===== config.mk =====
export PLATFORM = sky130hd
export DESIGN_NAME = beacon_service_control
export DESIGN_NICKNAME = d
export VERILOG_FILES = /design/src/rtl/beacon_service_pkg.sv /design/src/rtl/beacon_service_control.sv
export SDC_FILE = /design/constraint.sdc
export NUM_CORES = 1
export LEC_CHECK = 0
export BUFFER_PORTS_ARGS = -buffer_cell sky130_fd_sc_hd__buf_2
export CELL_PAD_IN_SITES_DETAIL_PLACEMENT = 1
export CELL_PAD_IN_SITES_GLOBAL_PLACEMENT = 1
export CORE_UTILIZATION = 43
export DETAILED_ROUTE_END_ITERATION = 16
export MAX_ROUTING_LAYER = met4
export PLACE_DENSITY_LB_ADDON = 0.12
export SLEW_MARGIN = 30
export SYNTH_ARGS = -nofsm -noshare
export SYNTH_HDL_FRONTEND = slang
export SYNTH_SLANG_ARGS = --single-unit

===== constraint.sdc =====
create_clock -name clk -period 3.3 [get_ports clk]
set_clock_uncertainty 0.15 [all_clocks]
set_input_delay 0.33 -clock clk [delete_from_list [all_inputs] [get_ports clk]]
set_output_delay 0.33 -clock clk [all_outputs]
set_load 0.005 [all_outputs]

===== src/rtl/beacon_service_pkg.sv =====
// Constants, encodings and register layout of the beacon service controller.
// Assumes a single 250 MHz clock shared with the MAC timing and beacon engines.
package beacon_service_pkg;

  // Clock and timing.
  localparam int unsigned CLK_PERIOD_NS = 4;
  localparam int unsigned US_NS         = 1000;
  localparam int unsigned CYC_PER_US    = US_NS / CLK_PERIOD_NS;
  localparam logic [7:0]  US_DIV_LAST   = 8'(CYC_PER_US - 1);
  localparam logic [15:0] OFFSET_MAX    = 16'hffff;

  // Widths.
  localparam int unsigned CHAN_W  = 8;
  localparam int unsigned LEVEL_W = 8;
  localparam int unsigned DATA_W  = 32;
  localparam int unsigned ADDR_W  = 8;

  // Outcome codes.
  localparam logic [1:0] OUT_SUCCESS  = 2'h0;
  localparam logic [1:0] OUT_FAILURE  = 2'h1;
  localparam logic [1:0] OUT_NO_SLOT  = 2'h2;

  // Beacon classes.
  localparam logic [1:0] CLASS_NEIGHBOUR = 2'h0;
  localparam logic [1:0] CLASS_ALIEN     = 2'h1;
  localparam logic [1:0] CLASS_OWN       = 2'h2;

  // Register offsets.
  localparam logic [7:0] CTRL_OFF   = 8'h00;
  localparam logic [7:0] STATUS_OFF = 8'h04;
  localparam logic [7:0] COUNT_OFF  = 8'h08;

  // Control register fields and reset values.
  localparam int unsigned CTRL_TIMEOUT_LSB = 0;
  localparam int unsigned CTRL_RX_EN_BIT   = 8;
  localparam logic [7:0]  TIMEOUT_RESET    = 8'h08;
  localparam logic        RX_EN_RESET      = 1'b1;

  // Status register field positions.
  localparam int unsigned STAT_STATE_LSB = 0;
  localparam int unsigned STAT_SW_LSB    = 2;
  localparam int unsigned STAT_CHAN_LSB  = 4;
  localparam int unsigned STAT_CNT_LSB   = 12;
  localparam int unsigned STAT_BEN_BIT   = 20;

  localparam logic [CHAN_W-1:0] CHAN_RESET = 8'h00;

  typedef enum logic [1:0] {
    ST_IDLE     = 2'b00,
    ST_STARTING = 2'b01,
    ST_ACTIVE   = 2'b11,
    ST_STOPPING = 2'b10
  } beacon_state_e;

  typedef enum logic [1:0] {
    SW_IDLE   = 2'b00,
    SW_NOTICE = 2'b01,
    SW_VERIFY = 2'b11
  } switch_state_e;

endpackage


===== src/rtl/beacon_service_control.sv =====
// Beacon start, stop and channel switch control with per-beacon reporting.
// Assumes the timing, beacon and receive engines run on clk and give one-cycle pulses.
//
// What this block does
// - Start request begins beacons on given channel.
// - Start confirmed after first beacon or failure.
// - Unsuccessful operations time out with failure.
// - Stop request ends beacon transmission immediately.
// - Stop success needs one silent beacon period.
// - Switch element sent in notice-count superframes.
// - Nonzero notice: switch after countdown-zero superframe.
// - Zero notice: switch at current superframe end.
// - Switched channel applies to all frames.
// - Switch success needs period with tx and rx.
// - Report every received and transmitted beacon.
// - Report carries contents, channel, offset, class, levels.
// - Active device reports own beacon each period.
// - Receive reports follow receiver enable, not scanning.
// - Offset is microseconds from period start, 16 bits.
// - Link quality and strength are 0 to 255.
// - Class is neighbour, alien or own.
// - Start/stop outcome: success, failure, no slot.
// - Offsets share the period start reference.
`timescale 1ns/1ns
module beacon_service_control (
  input  wire logic        clk,
  input  wire logic        reset_n,
  input  wire logic        clk_en,
  // Register port.
  input  wire logic [7:0]  reg_addr,
  input  wire logic [31:0] reg_wdata,
  input  wire logic        reg_wr,
  input  wire logic        reg_rd,
  output logic      [31:0] reg_rdata,
  // Requests from the management host.
  input  wire logic        beacon_begin_cmd,
  input  wire logic [7:0]  begin_channel,
  input  wire logic        beacon_end_cmd,
  input  wire logic        channel_switch_cmd,
  input  wire logic [7:0]  switch_channel,
  input  wire logic [7:0]  switch_notice_count,
  // Confirmations to the management host.
  output logic             begin_done,
  output logic      [1:0]  begin_outcome_code,
  output logic             end_done,
  output logic      [1:0]  end_outcome_code,
  output logic             switch_done,
  output logic      [1:0]  switch_outcome_code,
  // MAC timing and beacon engine.
  input  wire logic        period_start,
  input  wire logic        period_end,
  input  wire logic        superframe_end,
  input  wire logic        own_beacon_sent,
  input  wire logic [31:0] tx_contents,
  input  wire logic        slot_refused,
  output logic             beacon_enable,
  output logic      [7:0]  phy_channel,
  output logic             switch_element_en,
  output logic      [7:0]  switch_countdown,
  // Receive engine.
  input  wire logic        beacon_rx,
  input  wire logic [1:0]  rx_class,
  input  wire logic [31:0] rx_contents,
  input  wire logic [7:0]  rx_link_quality,
  input  wire logic [7:0]  rx_signal_strength,
  output logic             rx_enable,
  // Beacon reports.
  output logic             beacon_report,
  output logic      [1:0]  report_class,
  output logic      [7:0]  report_channel,
  output logic      [15:0] report_offset,
  output logic      [7:0]  report_link_quality,
  output logic      [7:0]  report_signal_strength,
  output logic      [31:0] report_contents
);

  typedef struct packed {
    beacon_service_pkg::beacon_state_e st;
    beacon_service_pkg::switch_state_e sw;
    logic        beacon_en;
    logic [7:0]  chan;
    logic [7:0]  new_chan;
    logic [7:0]  countdown;
    logic        sw_elem;
    logic [7:0]  timer;
    logic        armed;
    logic        saw_tx;
    logic        saw_rx;
    logic        begin_done;
    logic [1:0]  begin_out;
    logic        end_done;
    logic [1:0]  end_out;
    logic        sw_done;
    logic [1:0]  sw_out;
    logic        rep_valid;
    logic [1:0]  rep_class;
    logic [7:0]  rep_chan;
    logic [15:0] rep_off;
    logic [7:0]  rep_lq;
    logic [7:0]  rep_ss;
    logic [31:0] rep_contents;
    logic        pend_valid;
    logic [1:0]  pend_class;
    logic [15:0] pend_off;
    logic [7:0]  pend_lq;
    logic [7:0]  pend_ss;
    logic [31:0] pend_contents;
    logic [7:0]  us_div;
    logic [15:0] offset;
    logic [7:0]  timeout_cfg;
    logic        rx_en;
    logic [31:0] rep_count;
    logic [31:0] rdata;
  } state_s;

  state_s s_q;
  state_s s_d;

  always_comb
  begin
    s_d = s_q;
    s_d.begin_done = 1'b0;
    s_d.end_done   = 1'b0;
    s_d.sw_done    = 1'b0;
    s_d.rep_valid  = 1'b0;
    s_d.rdata      = 32'h0;

    // Microsecond offset from the own period start, saturating at the field limit.
    if (period_start)
    begin
      s_d.us_div = 8'h00;
      s_d.offset = 16'h0000;
    end
    else if (s_q.us_div == beacon_service_pkg::US_DIV_LAST)
    begin
      s_d.us_div = 8'h00;
      if (s_q.offset != beacon_service_pkg::OFFSET_MAX)
      begin
        s_d.offset = s_q.offset + 16'h0001;
      end
    end
    else
    begin
      s_d.us_div = s_q.us_div + 8'h01;
    end

    // Operation timeout counts beacon period ends seen while waiting.
    if (period_end && s_q.timer != 8'hff)
    begin
      s_d.timer = s_q.timer + 8'h01;
    end

    // Beacon period observation window used by stop and switch checks.
    if (period_start)
    begin
      s_d.armed  = 1'b1;
      s_d.saw_tx = 1'b0;
      s_d.saw_rx = 1'b0;
    end
    if (own_beacon_sent)
    begin
      s_d.saw_tx = 1'b1;
    end
    if (beacon_rx && s_q.rx_en)
    begin
      s_d.saw_rx = 1'b1;
    end

    case (s_q.st)
      beacon_service_pkg::ST_IDLE:
      begin
        if (beacon_begin_cmd)
        begin
          s_d.st        = beacon_service_pkg::ST_STARTING;
          s_d.beacon_en = 1'b1;
          s_d.chan      = begin_channel;
          s_d.timer     = 8'h00;
        end
      end
      beacon_service_pkg::ST_STARTING:
      begin
        if (own_beacon_sent)
        begin
          s_d.st         = beacon_service_pkg::ST_ACTIVE;
          s_d.begin_done = 1'b1;
          s_d.begin_out  = beacon_service_pkg::OUT_SUCCESS;
        end
        else if (slot_refused)
        begin
          s_d.st         = beacon_service_pkg::ST_IDLE;
          s_d.beacon_en  = 1'b0;
          s_d.begin_done = 1'b1;
          s_d.begin_out  = beacon_service_pkg::OUT_NO_SLOT;
        end
        else if (s_q.timer >= s_q.timeout_cfg)
        begin
          s_d.st         = beacon_service_pkg::ST_IDLE;
          s_d.beacon_en  = 1'b0;
          s_d.begin_done = 1'b1;
          s_d.begin_out  = beacon_service_pkg::OUT_FAILURE;
        end
      end
      beacon_service_pkg::ST_ACTIVE:
      begin
        if (beacon_end_cmd)
        begin
          // A pending switch cannot complete once beacons stop, so it fails here.
          s_d.st        = beacon_service_pkg::ST_STOPPING;
          s_d.beacon_en = 1'b0;
          s_d.armed     = 1'b0;
          s_d.timer     = 8'h00;
          if (s_q.sw != beacon_service_pkg::SW_IDLE)
          begin
            s_d.sw      = beacon_service_pkg::SW_IDLE;
            s_d.sw_elem = 1'b0;
            s_d.sw_done = 1'b1;
            s_d.sw_out  = beacon_service_pkg::OUT_FAILURE;
          end
        end
      end
      beacon_service_pkg::ST_STOPPING:
      begin
        if (period_end && s_q.armed && !s_q.saw_tx && !own_beacon_sent)
        begin
          s_d.st       = beacon_service_pkg::ST_IDLE;
          s_d.end_done = 1'b1;
          s_d.end_out  = beacon_service_pkg::OUT_SUCCESS;
        end
        else if (s_q.timer >= s_q.timeout_cfg)
        begin
          // The engine kept sending; beaconing is switched back on, as the host saw it.
          s_d.st        = beacon_service_pkg::ST_ACTIVE;
          s_d.beacon_en = 1'b1;
          s_d.end_done  = 1'b1;
          s_d.end_out   = beacon_service_pkg::OUT_FAILURE;
        end
      end
      default:
      begin
        s_d.st = beacon_service_pkg::ST_IDLE;
      end
    endcase

    // Start and stop requests that arrive in the wrong state are refused at once.
    if (beacon_begin_cmd && s_q.st != beacon_service_pkg::ST_IDLE)
    begin
      s_d.begin_done = 1'b1;
      s_d.begin_out  = beacon_service_pkg::OUT_FAILURE;
    end
    if (beacon_end_cmd && s_q.st != beacon_service_pkg::ST_ACTIVE)
    begin
      s_d.end_done = 1'b1;
      s_d.end_out  = beacon_service_pkg::OUT_FAILURE;
    end

    case (s_q.sw)
      beacon_service_pkg::SW_IDLE:
      begin
        if (channel_switch_cmd)
        begin
          if (s_q.st == beacon_service_pkg::ST_ACTIVE && !beacon_end_cmd)
          begin
            s_d.sw       = beacon_service_pkg::SW_NOTICE;
            s_d.new_chan = switch_channel;
            s_d.timer    = 8'h00;
            s_d.sw_elem  = (switch_notice_count != 8'h00);
            s_d.countdown = (switch_notice_count != 8'h00) ? switch_notice_count - 8'h01 : 8'h00;
          end
          else
          begin
            s_d.sw_done = 1'b1;
            s_d.sw_out  = beacon_service_pkg::OUT_FAILURE;
          end
        end
      end
      beacon_service_pkg::SW_NOTICE:
      begin
        if (superframe_end)
        begin
          if (s_q.countdown == 8'h00)
          begin
            // One channel feeds tx and rx alike, so every frame follows the switch.
            s_d.chan    = s_q.new_chan;
            s_d.sw_elem = 1'b0;
            s_d.sw      = beacon_service_pkg::SW_VERIFY;
            s_d.armed   = 1'b0;
            s_d.timer   = 8'h00;
          end
          else
          begin
            s_d.countdown = s_q.countdown - 8'h01;
          end
        end
      end
      beacon_service_pkg::SW_VERIFY:
      begin
        if (period_end && s_q.armed && (s_q.saw_tx || own_beacon_sent) && (s_q.saw_rx || (beacon_rx && s_q.rx_en)))
        begin
          s_d.sw      = beacon_service_pkg::SW_IDLE;
          s_d.sw_done = 1'b1;
          s_d.sw_out  = beacon_service_pkg::OUT_SUCCESS;
        end
        else if (s_q.timer >= s_q.timeout_cfg)
        begin
          s_d.sw      = beacon_service_pkg::SW_IDLE;
          s_d.sw_done = 1'b1;
          s_d.sw_out  = beacon_service_pkg::OUT_FAILURE;
        end
      end
      default:
      begin
        s_d.sw = beacon_service_pkg::SW_IDLE;
      end
    endcase
    if (s_q.sw != beacon_service_pkg::SW_IDLE && s_q.st != beacon_service_pkg::ST_ACTIVE)
    begin
      s_d.sw      = beacon_service_pkg::SW_IDLE;
      s_d.sw_elem = 1'b0;
    end

    // Own beacons win the report slot; a receive in the same cycle waits one cycle.
    if (own_beacon_sent)
    begin
      s_d.rep_valid    = 1'b1;
      s_d.rep_class    = beacon_service_pkg::CLASS_OWN;
      s_d.rep_chan     = s_q.chan;
      s_d.rep_off      = s_q.offset;
      s_d.rep_lq       = 8'h00;
      s_d.rep_ss       = 8'h00;
      s_d.rep_contents = tx_contents;
      if (beacon_rx && s_q.rx_en)
      begin
        s_d.pend_valid    = 1'b1;
        s_d.pend_class    = (rx_class == beacon_service_pkg::CLASS_ALIEN) ?
                            beacon_service_pkg::CLASS_ALIEN : beacon_service_pkg::CLASS_NEIGHBOUR;
        s_d.pend_off      = s_q.offset;
        s_d.pend_lq       = rx_link_quality;
        s_d.pend_ss       = rx_signal_strength;
        s_d.pend_contents = rx_contents;
      end
    end
    else if (beacon_rx && s_q.rx_en)
    begin
      s_d.rep_valid    = 1'b1;
      s_d.rep_class    = (rx_class == beacon_service_pkg::CLASS_ALIEN) ?
                         beacon_service_pkg::CLASS_ALIEN : beacon_service_pkg::CLASS_NEIGHBOUR;
      s_d.rep_chan     = s_q.chan;
      s_d.rep_off      = s_q.offset;
      s_d.rep_lq       = rx_link_quality;
      s_d.rep_ss       = rx_signal_strength;
      s_d.rep_contents = rx_contents;
    end
    else if (s_q.pend_valid)
    begin
      s_d.pend_valid   = 1'b0;
      s_d.rep_valid    = 1'b1;
      s_d.rep_class    = s_q.pend_class;
      s_d.rep_chan     = s_q.chan;
      s_d.rep_off      = s_q.pend_off;
      s_d.rep_lq       = s_q.pend_lq;
      s_d.rep_ss       = s_q.pend_ss;
      s_d.rep_contents = s_q.pend_contents;
    end
    if (s_d.rep_valid)
    begin
      s_d.rep_count = s_q.rep_count + 32'h1;
    end

    // Register port; unmapped reads return zero and unmapped writes are dropped.
    if (reg_wr && reg_addr == beacon_service_pkg::CTRL_OFF)
    begin
      s_d.timeout_cfg = reg_wdata[beacon_service_pkg::CTRL_TIMEOUT_LSB +: 8];
      s_d.rx_en       = reg_wdata[beacon_service_pkg::CTRL_RX_EN_BIT];
    end
    if (reg_rd)
    begin
      case (reg_addr)
        beacon_service_pkg::CTRL_OFF:
        begin
          s_d.rdata[beacon_service_pkg::CTRL_TIMEOUT_LSB +: 8] = s_q.timeout_cfg;
          s_d.rdata[beacon_service_pkg::CTRL_RX_EN_BIT]        = s_q.rx_en;
        end
        beacon_service_pkg::STATUS_OFF:
        begin
          s_d.rdata[beacon_service_pkg::STAT_STATE_LSB +: 2] = s_q.st;
          s_d.rdata[beacon_service_pkg::STAT_SW_LSB +: 2]    = s_q.sw;
          s_d.rdata[beacon_service_pkg::STAT_CHAN_LSB +: 8]  = s_q.chan;
          s_d.rdata[beacon_service_pkg::STAT_CNT_LSB +: 8]   = s_q.countdown;
          s_d.rdata[beacon_service_pkg::STAT_BEN_BIT]        = s_q.beacon_en;
        end
        beacon_service_pkg::COUNT_OFF:
        begin
          s_d.rdata = s_q.rep_count;
        end
        default:
        begin
          s_d.rdata = 32'h0;
        end
      endcase
    end
  end

  always_ff @(posedge clk or negedge reset_n)
  begin
    if (!reset_n)
    begin
      s_q             <= '0;
      s_q.st          <= beacon_service_pkg::ST_IDLE;
      s_q.sw          <= beacon_service_pkg::SW_IDLE;
      s_q.chan        <= beacon_service_pkg::CHAN_RESET;
      s_q.timeout_cfg <= beacon_service_pkg::TIMEOUT_RESET;
      s_q.rx_en       <= beacon_service_pkg::RX_EN_RESET;
    end
    else if (clk_en)
    begin
      s_q <= s_d;
    end
  end

  assign reg_rdata              = s_q.rdata;
  assign begin_done             = s_q.begin_done;
  assign begin_outcome_code     = s_q.begin_out;
  assign end_done               = s_q.end_done;
  assign end_outcome_code       = s_q.end_out;
  assign switch_done            = s_q.sw_done;
  assign switch_outcome_code    = s_q.sw_out;
  assign beacon_enable          = s_q.beacon_en;
  assign phy_channel            = s_q.chan;
  assign switch_element_en      = s_q.sw_elem;
  assign switch_countdown       = s_q.countdown;
  assign rx_enable              = s_q.rx_en;
  assign beacon_report          = s_q.rep_valid;
  assign report_class           = s_q.rep_class;
  assign report_channel         = s_q.rep_chan;
  assign report_offset          = s_q.rep_off;
  assign report_link_quality    = s_q.rep_lq;
  assign report_signal_strength = s_q.rep_ss;
  assign report_contents        = s_q.rep_contents;
endmodule


==> metrics.csv, run 1 <==
metric,value,unit
dpl_cell_area,0.0156,mm²
hp-class,primary input to register,
cts.sinks,287,
endpoint_kind,register,
clkTransAtPathRegs,0.06,ns
setup_tns,0,ns
grt_pass1_wl,69100,µm
grt_pass1_vias,12600,
synth_ff_type,dfrtp_1,
critPathLaunchType,register,
p_total,0.0102,W
hold_viol_final,0,
gp_congestion,0.814,
wl_per_cell,19.6,µm
overflow,0,
coreArea,0.0336,mm²
syn-cell-area,0.0147,mm²
status,completed,
ir_drop,0.275,mV
synth_fp_nets,1636,
arrival,2.91,ns
antenna_found_initial,4,
vias,11800,
clk_latency,0.51,ns
drt-total-wl,42300,µm
drt_iter0_drc,562,
drive_gt1_frac,0.270,
critPathKind,register to register,
cts_root_buf,clkbuf_16,
die_area,0.0349,mm²
track_usage,0.251,
setup_ws,0.612,ns
fin_util,0.527,
post-route-period-util,0.814,
area_delta_synth_final,20.6,%
io_pins,295,
layout_common_cells,"285 x dfrtp_1, 269 x buf_2, 155 x nand2_1",
cp.required,3.52,ns
htree_levels,2,
ant_nets,0,
cts_buffer_depth,3,
die_height,187,µm
period_needed,2.69,ns
grt_max_degree,87,
drv_slew,0,
setup_violations,0,
synth_edf_count,0,
cts_resized,0,
syn_inst,1451,
dp_hpwl,28000,µm
final_nets,1866,
final_common_cell,dfrtp_1,
yosysWarnings,0,
drcViolationCount,0,
place_ws,0.597,ns
synthDistinctLibCells,92,
relSlewSlack,0.436,
tightest_slew,0.844,ns
synthArstFlopShare,1.00,
fin_area,0.0177,mm²
critPathMaxFanout,10,
avgSynthCellArea,10.1,µm²
rsz0062_at_grt,no,
numCtsBuffers,34,
p_leak,8.48,nW
ys_seq_area_frac,0.489,
avgViaCountPerCell,5.46,
initial_utilization,0.437,
port_buffers,270,
maxCapViolCount,0,
die_w,187,µm
rows,67,
power.density,577,mW/mm²
tritoncts,built,
synth_seq_cells,287,
fmax,0.372,GHz
drt_pre_antenna_iters,5,
[registers in the layout (all words and copies together) (netlist names), 2 cells and up]
signal,count
switch_outcome_code,2
report_signal_strength,8
report_offset,16
report_channel,8
report_class,2
report_link_quality,8
begin_outcome_code,2
switch_countdown,8
s_q,153
phy_channel,8
reg_rdata,32
report_contents,32
[cells by family (layout without fill, tap and decap cells)]
group,after synthesis,after routing,share of synthesized area
xor gates and xnor gates,41,41,0.0244
DFF,287,287,0.489
AOI/OAI and AO/OA,339,339,0.161
and+or+nand+nor,429,429,0.137
buffers and inverters,238,493,0.0987
adders and majority gates,25,25,0.0213
muxes,91,91,0.0686
other,1,5,0.000255
[Yosys cell counts (7+ instances only)]
| library cell | instances | share of area |
|---|---|---|
| dfrtp_1 | 285 | 0.49 |
| nor3_1 | 12 | 0.0041 |
| o22ai_1 | 32 | 0.014 |
| a22o_1 | 17 | 0.010 |
| nor2_1 | 135 | 0.034 |
| nand2_1 | 156 | 0.040 |
| a221oi_1 | 48 | 0.029 |
| mux2_1 | 7 | 0.0054 |
| a21oi_1 | 60 | 0.020 |
| o2bb2ai_1 | 23 | 0.014 |
| or4_1 | 9 | 0.0046 |
| and3_1 | 15 | 0.0064 |
| or3_1 | 9 | 0.0038 |
| xnor2_1 | 30 | 0.018 |
| a22oi_1 | 12 | 0.0061 |
| buf_4 | 128 | 0.065 |
| ha_1 | 25 | 0.021 |
| buf_1 | 8 | 0.0020 |
| o21ai_1 | 11 | 0.0037 |
| mux2i_1 | 13 | 0.0089 |
| o31ai_1 | 8 | 0.0041 |
| nand2b_1 | 10 | 0.0043 |
| buf_2 | 14 | 0.0048 |
| mux2_2 | 71 | 0.054 |
| nand4_1 | 11 | 0.0047 |
| nand3_1 | 29 | 0.0099 |
| a21o_1 | 7 | 0.0036 |
| xor2_1 | 11 | 0.0066 |
| clkbuf_1 | 46 | 0.012 |
| inv_1 | 34 | 0.0087 |
| o21ai_0 | 67 | 0.023 |
[where the power goes]
| group | switching (W) | internal [W] |
|---|---|---|
| clock network | 0.00151 | 0.00226 |
| logic | 0.00118 | 0.000934 |
| registers | 0.000415 | 0.00392 |
[critical path: stages, from the launching register on]
cell,delay (ns)
dfstp_2,0.53
inv_1,0.05
ha_1,0.22
or4_1,0.51
a21oi_1,0.22
a211oi_2,0.17
o31ai_2,0.34
mux2_1,0.36
[routing by layer]
| layer | share of wire | global-route usage | vias to the layer above |
|---|---|---|---|
| met1 | 0.45 | 0.332 | 5932 |
| met5 | 0 | - | - |
| met2 | 0.49 | 0.404 | 259 |
| met4 | 0.023 | 0.0687 | 0 |
| met3 | 0.036 | 0.0336 | 63 |
| li1 | - | - | 5522 |
[layout make-up]
| type | instances | area [µm²] |
|---|---|---|
| diodes | 4 | 10.0 |
| clock buffers | 53 | 1090 |
| clock inverters | 8 | 43.8 |
| fillers | 3754 | 15900 |
| inverters | 35 | 131 |
| multi-input cells | 926 | 6080 |
| flip-flops and latches | 287 | 7180 |
| well taps | 448 | 561 |
| repair buffers | 397 | 2630 |
[stage by stage]
stage | instances | hold WS (ns)
floorplan | 1451 | -0.116
global placement | 1994 | 0.251
detailed placement | 1994 | 0.253
CTS | 2154 | 0.00753
global route | 2158 | 0.0288
finish | 2158 | 0.0135
[final timing paths]
path | cells past startpoint | to | start | slack [ns]
worst max-delay path | 7 | s_q[288] | s_q[68] | 0.61
worst max register to register | 7 | s_q[288] | s_q[68] | 0.61
max in group asynchronous | 3 | s_q[68] | reset_n | 1.81
worst min register to register | 2 | report_channel[1] | report_channel[1] | 0.32
min in group asynchronous | 2 | s_q[57] | reset_n | 0.26
worst min-delay path | 3 | report_contents[21] | tx_contents[21] | 0.01
[repair_timing]
action,CTS,global route
buffers inserted,0,0
hold buffers,99,0
endpoints found under the hold margin,195,0
Power figures use the tool's default switching activity.
==> run 2, diff against run 1 <==
==> constraint.sdc (replaced) <==
create_clock -name clk -period 2.5 [get_ports clk]
set_clock_uncertainty 0.15 [all_clocks]
set_input_delay 0.25 -clock clk [delete_from_list [all_inputs] [get_ports clk]]
set_output_delay 0.25 -clock clk [all_outputs]
set_load 0.005 [all_outputs]
==> run 2 against run 1 <==
Effect of this change: largest power group unchanged; cell count is 1.9% higher; combinational power rose by 50%; sequential power rose by 31%; setup slack got worse by 0.54 ns; critical endpoint is now s_q[287]; highest routed layer unchanged.
==> metrics.csv, run 2 (synthesis results as in run 1) <==
metric,value,unit
fmax,0.411,GHz
antenna_found_initial,4,
hp-start,switch_notice_count[7],
drt_pre_antenna_iters,5,
hold_viol_final,0,
arrival,2.67,ns
ir_drop,0.397,mV
hold-worst-slack,0.0221,ns
cts_buffer_depth,3,
n_fill_cell,3752,
port_buffers,270,
io_pins,295,
wl_per_cell,19.7,µm
reg2reg_from,s_q[68],
coreArea,0.0336,mm²
pwr-share-comb,0.225,
clkTransAtPathRegs,0.06,ns
final_nets,1909,
vias,12100,
tritoncts,built,
critPathLaunchType,register,
p_total,0.0141,W
drive_gt1_frac,0.283,
drt_iter0_drc,575,
ant_nets,0,
hp-class,primary input to register,
crit_start,s_q[68],
grt_pass1_wl,71100,µm
die_w,187,µm
met2_usage,0.411,
cp.required,2.73,ns
critPathMaxFanout,4,
layout_common_cells,"285 x dfrtp_1, 269 x buf_2, 155 x nand2_1",
endpoint_kind,register,
cts_root_buf,clkbuf_16,
die_height,187,µm
switching_power,0.00418,W
die_area,0.0349,mm²
maxCapViolCount,0,
netSwitchingFraction,0.297,
post-route-period-util,0.973,
setup_violations,0,
power.density,771,mW/mm²
drv_slew,0,
period_needed,2.43,ns
dp_hpwl,28700,µm
final_common_cell,dfrtp_1,
gp_congestion,0.812,
htree_levels,2,
regToRegSetupSlack,0.07,ns
drcViolationCount,0,
clockPowerShare,0.373,
clk_latency,0.51,ns
busiest_layer,met2,
met3_usage,0.0310,
numCtsBuffers,35,
dpl_cell_area,0.0158,mm²
initial_utilization,0.437,
fin_area,0.0182,mm²
relSlewSlack,0.575,
largest_reg_flops,153,
avgViaCountPerCell,5.49,
area_delta_synth_final,24.1,%
status,completed,
critPathKind,register to register,
finalNonFillerCells,2200,
cts.sinks,287,
grt_max_degree,74,
grt_pass1_vias,13200,
rows,67,
power.internal,0.00989,W
place_inst,2017,
drt-total-wl,43200,µm
track_usage,0.258,
setup_tns,0,ns
regMostFlops,s_q,
p_leak,8.73,nW
grtUsageMet1,0.339,
overflow,0,
tightest_slew,0.637,ns
p_seq_frac,0.402,
-- run 2: cell count changes in the layout (fill, tap and decap cells not counted), sizes merged --
cell | before | now
a21oi | 62 | 63
clkinv | 8 | 7
dlygate4sd3 | 99 | 115
bufinv | 0 | 3
clkbuf | 53 | 51
buf | 298 | 323
-- run 2: power groups by stage --
stage	Clock, W	Combinational [W]	Sequential, W
floorplan	0	0.00204	0.00559
detailed placement	0	0.00289	0.00573
CTS	0.00537	0.00307	0.00565
finish	0.00525	0.00316	0.00566
global placement	0	0.00279	0.00571
global route	0.00554	0.00349	0.00574
-- run 2: what timing repair did --
| item | CTS | global route |
|---|---|---|
| hold buffers | 115 | 0 |
| hold endpoints to repair | 417 | 0 |
| gates resized for setup | 4 | 12 |
| gates cloned | 0 | 1 |
| pin swaps | 1 | 2 |
| setup buffers | 0 | 2 |
| setup endpoints to repair | 4 | 11 |
-- run 2: worst max-delay path, cell delays in order (launching register included) --
cell	delay, ns
dfstp_2	0.53
inv_1	0.07
ha_4	0.18
or4_4	0.53
a21oi_4	0.15
a211oi_4	0.08
o31ai_4	0.29
mux2_4	0.33
-- run 2: per-stage QoR --
step / util / worst slack [ns]
2_1_floorplan: - / 0.110
3_3_place_gp: 0.469 / -0.00148
3_5_place_dp: 0.469 / -0.0344
4_1_cts: 0.540 / 0.00817
5_1_grt: 0.543 / -0.0247
6_report: 0.543 / 0.0677
-- run 2: worst paths after layout --
kind / cells after the start / to
min reg2reg: 2 / report_channel[5]
max in group asynchronous: 3 / s_q[97]
min: 4 / switch_countdown[7]
max: 7 / s_q[287]
max reg2reg: 7 / s_q[287]
min in group asynchronous: 2 / reg_rdata[23]
-- run 2: area by class of cell --
cell class	instances	area, µm²	share of cell area
inverter	35	131	0.00720
clock buffer	51	1070	0.0586
timing repair buffer	438	2990	0.164
antenna	4	10.0	0.000549
tap	448	561	0.0307
multi-input combinational	927	6170	0.338
clock inverter	10	129	0.00706
sequential	287	7180	0.394
-- run 2: metal layers --
metal | vias to the layer above | part of all wire
li1 | 5588 | -
met1 | 6091 | 0.45
met2 | 294 | 0.48
met3 | 105 | 0.034
met4 | 0 | 0.034
met5 | - | 0
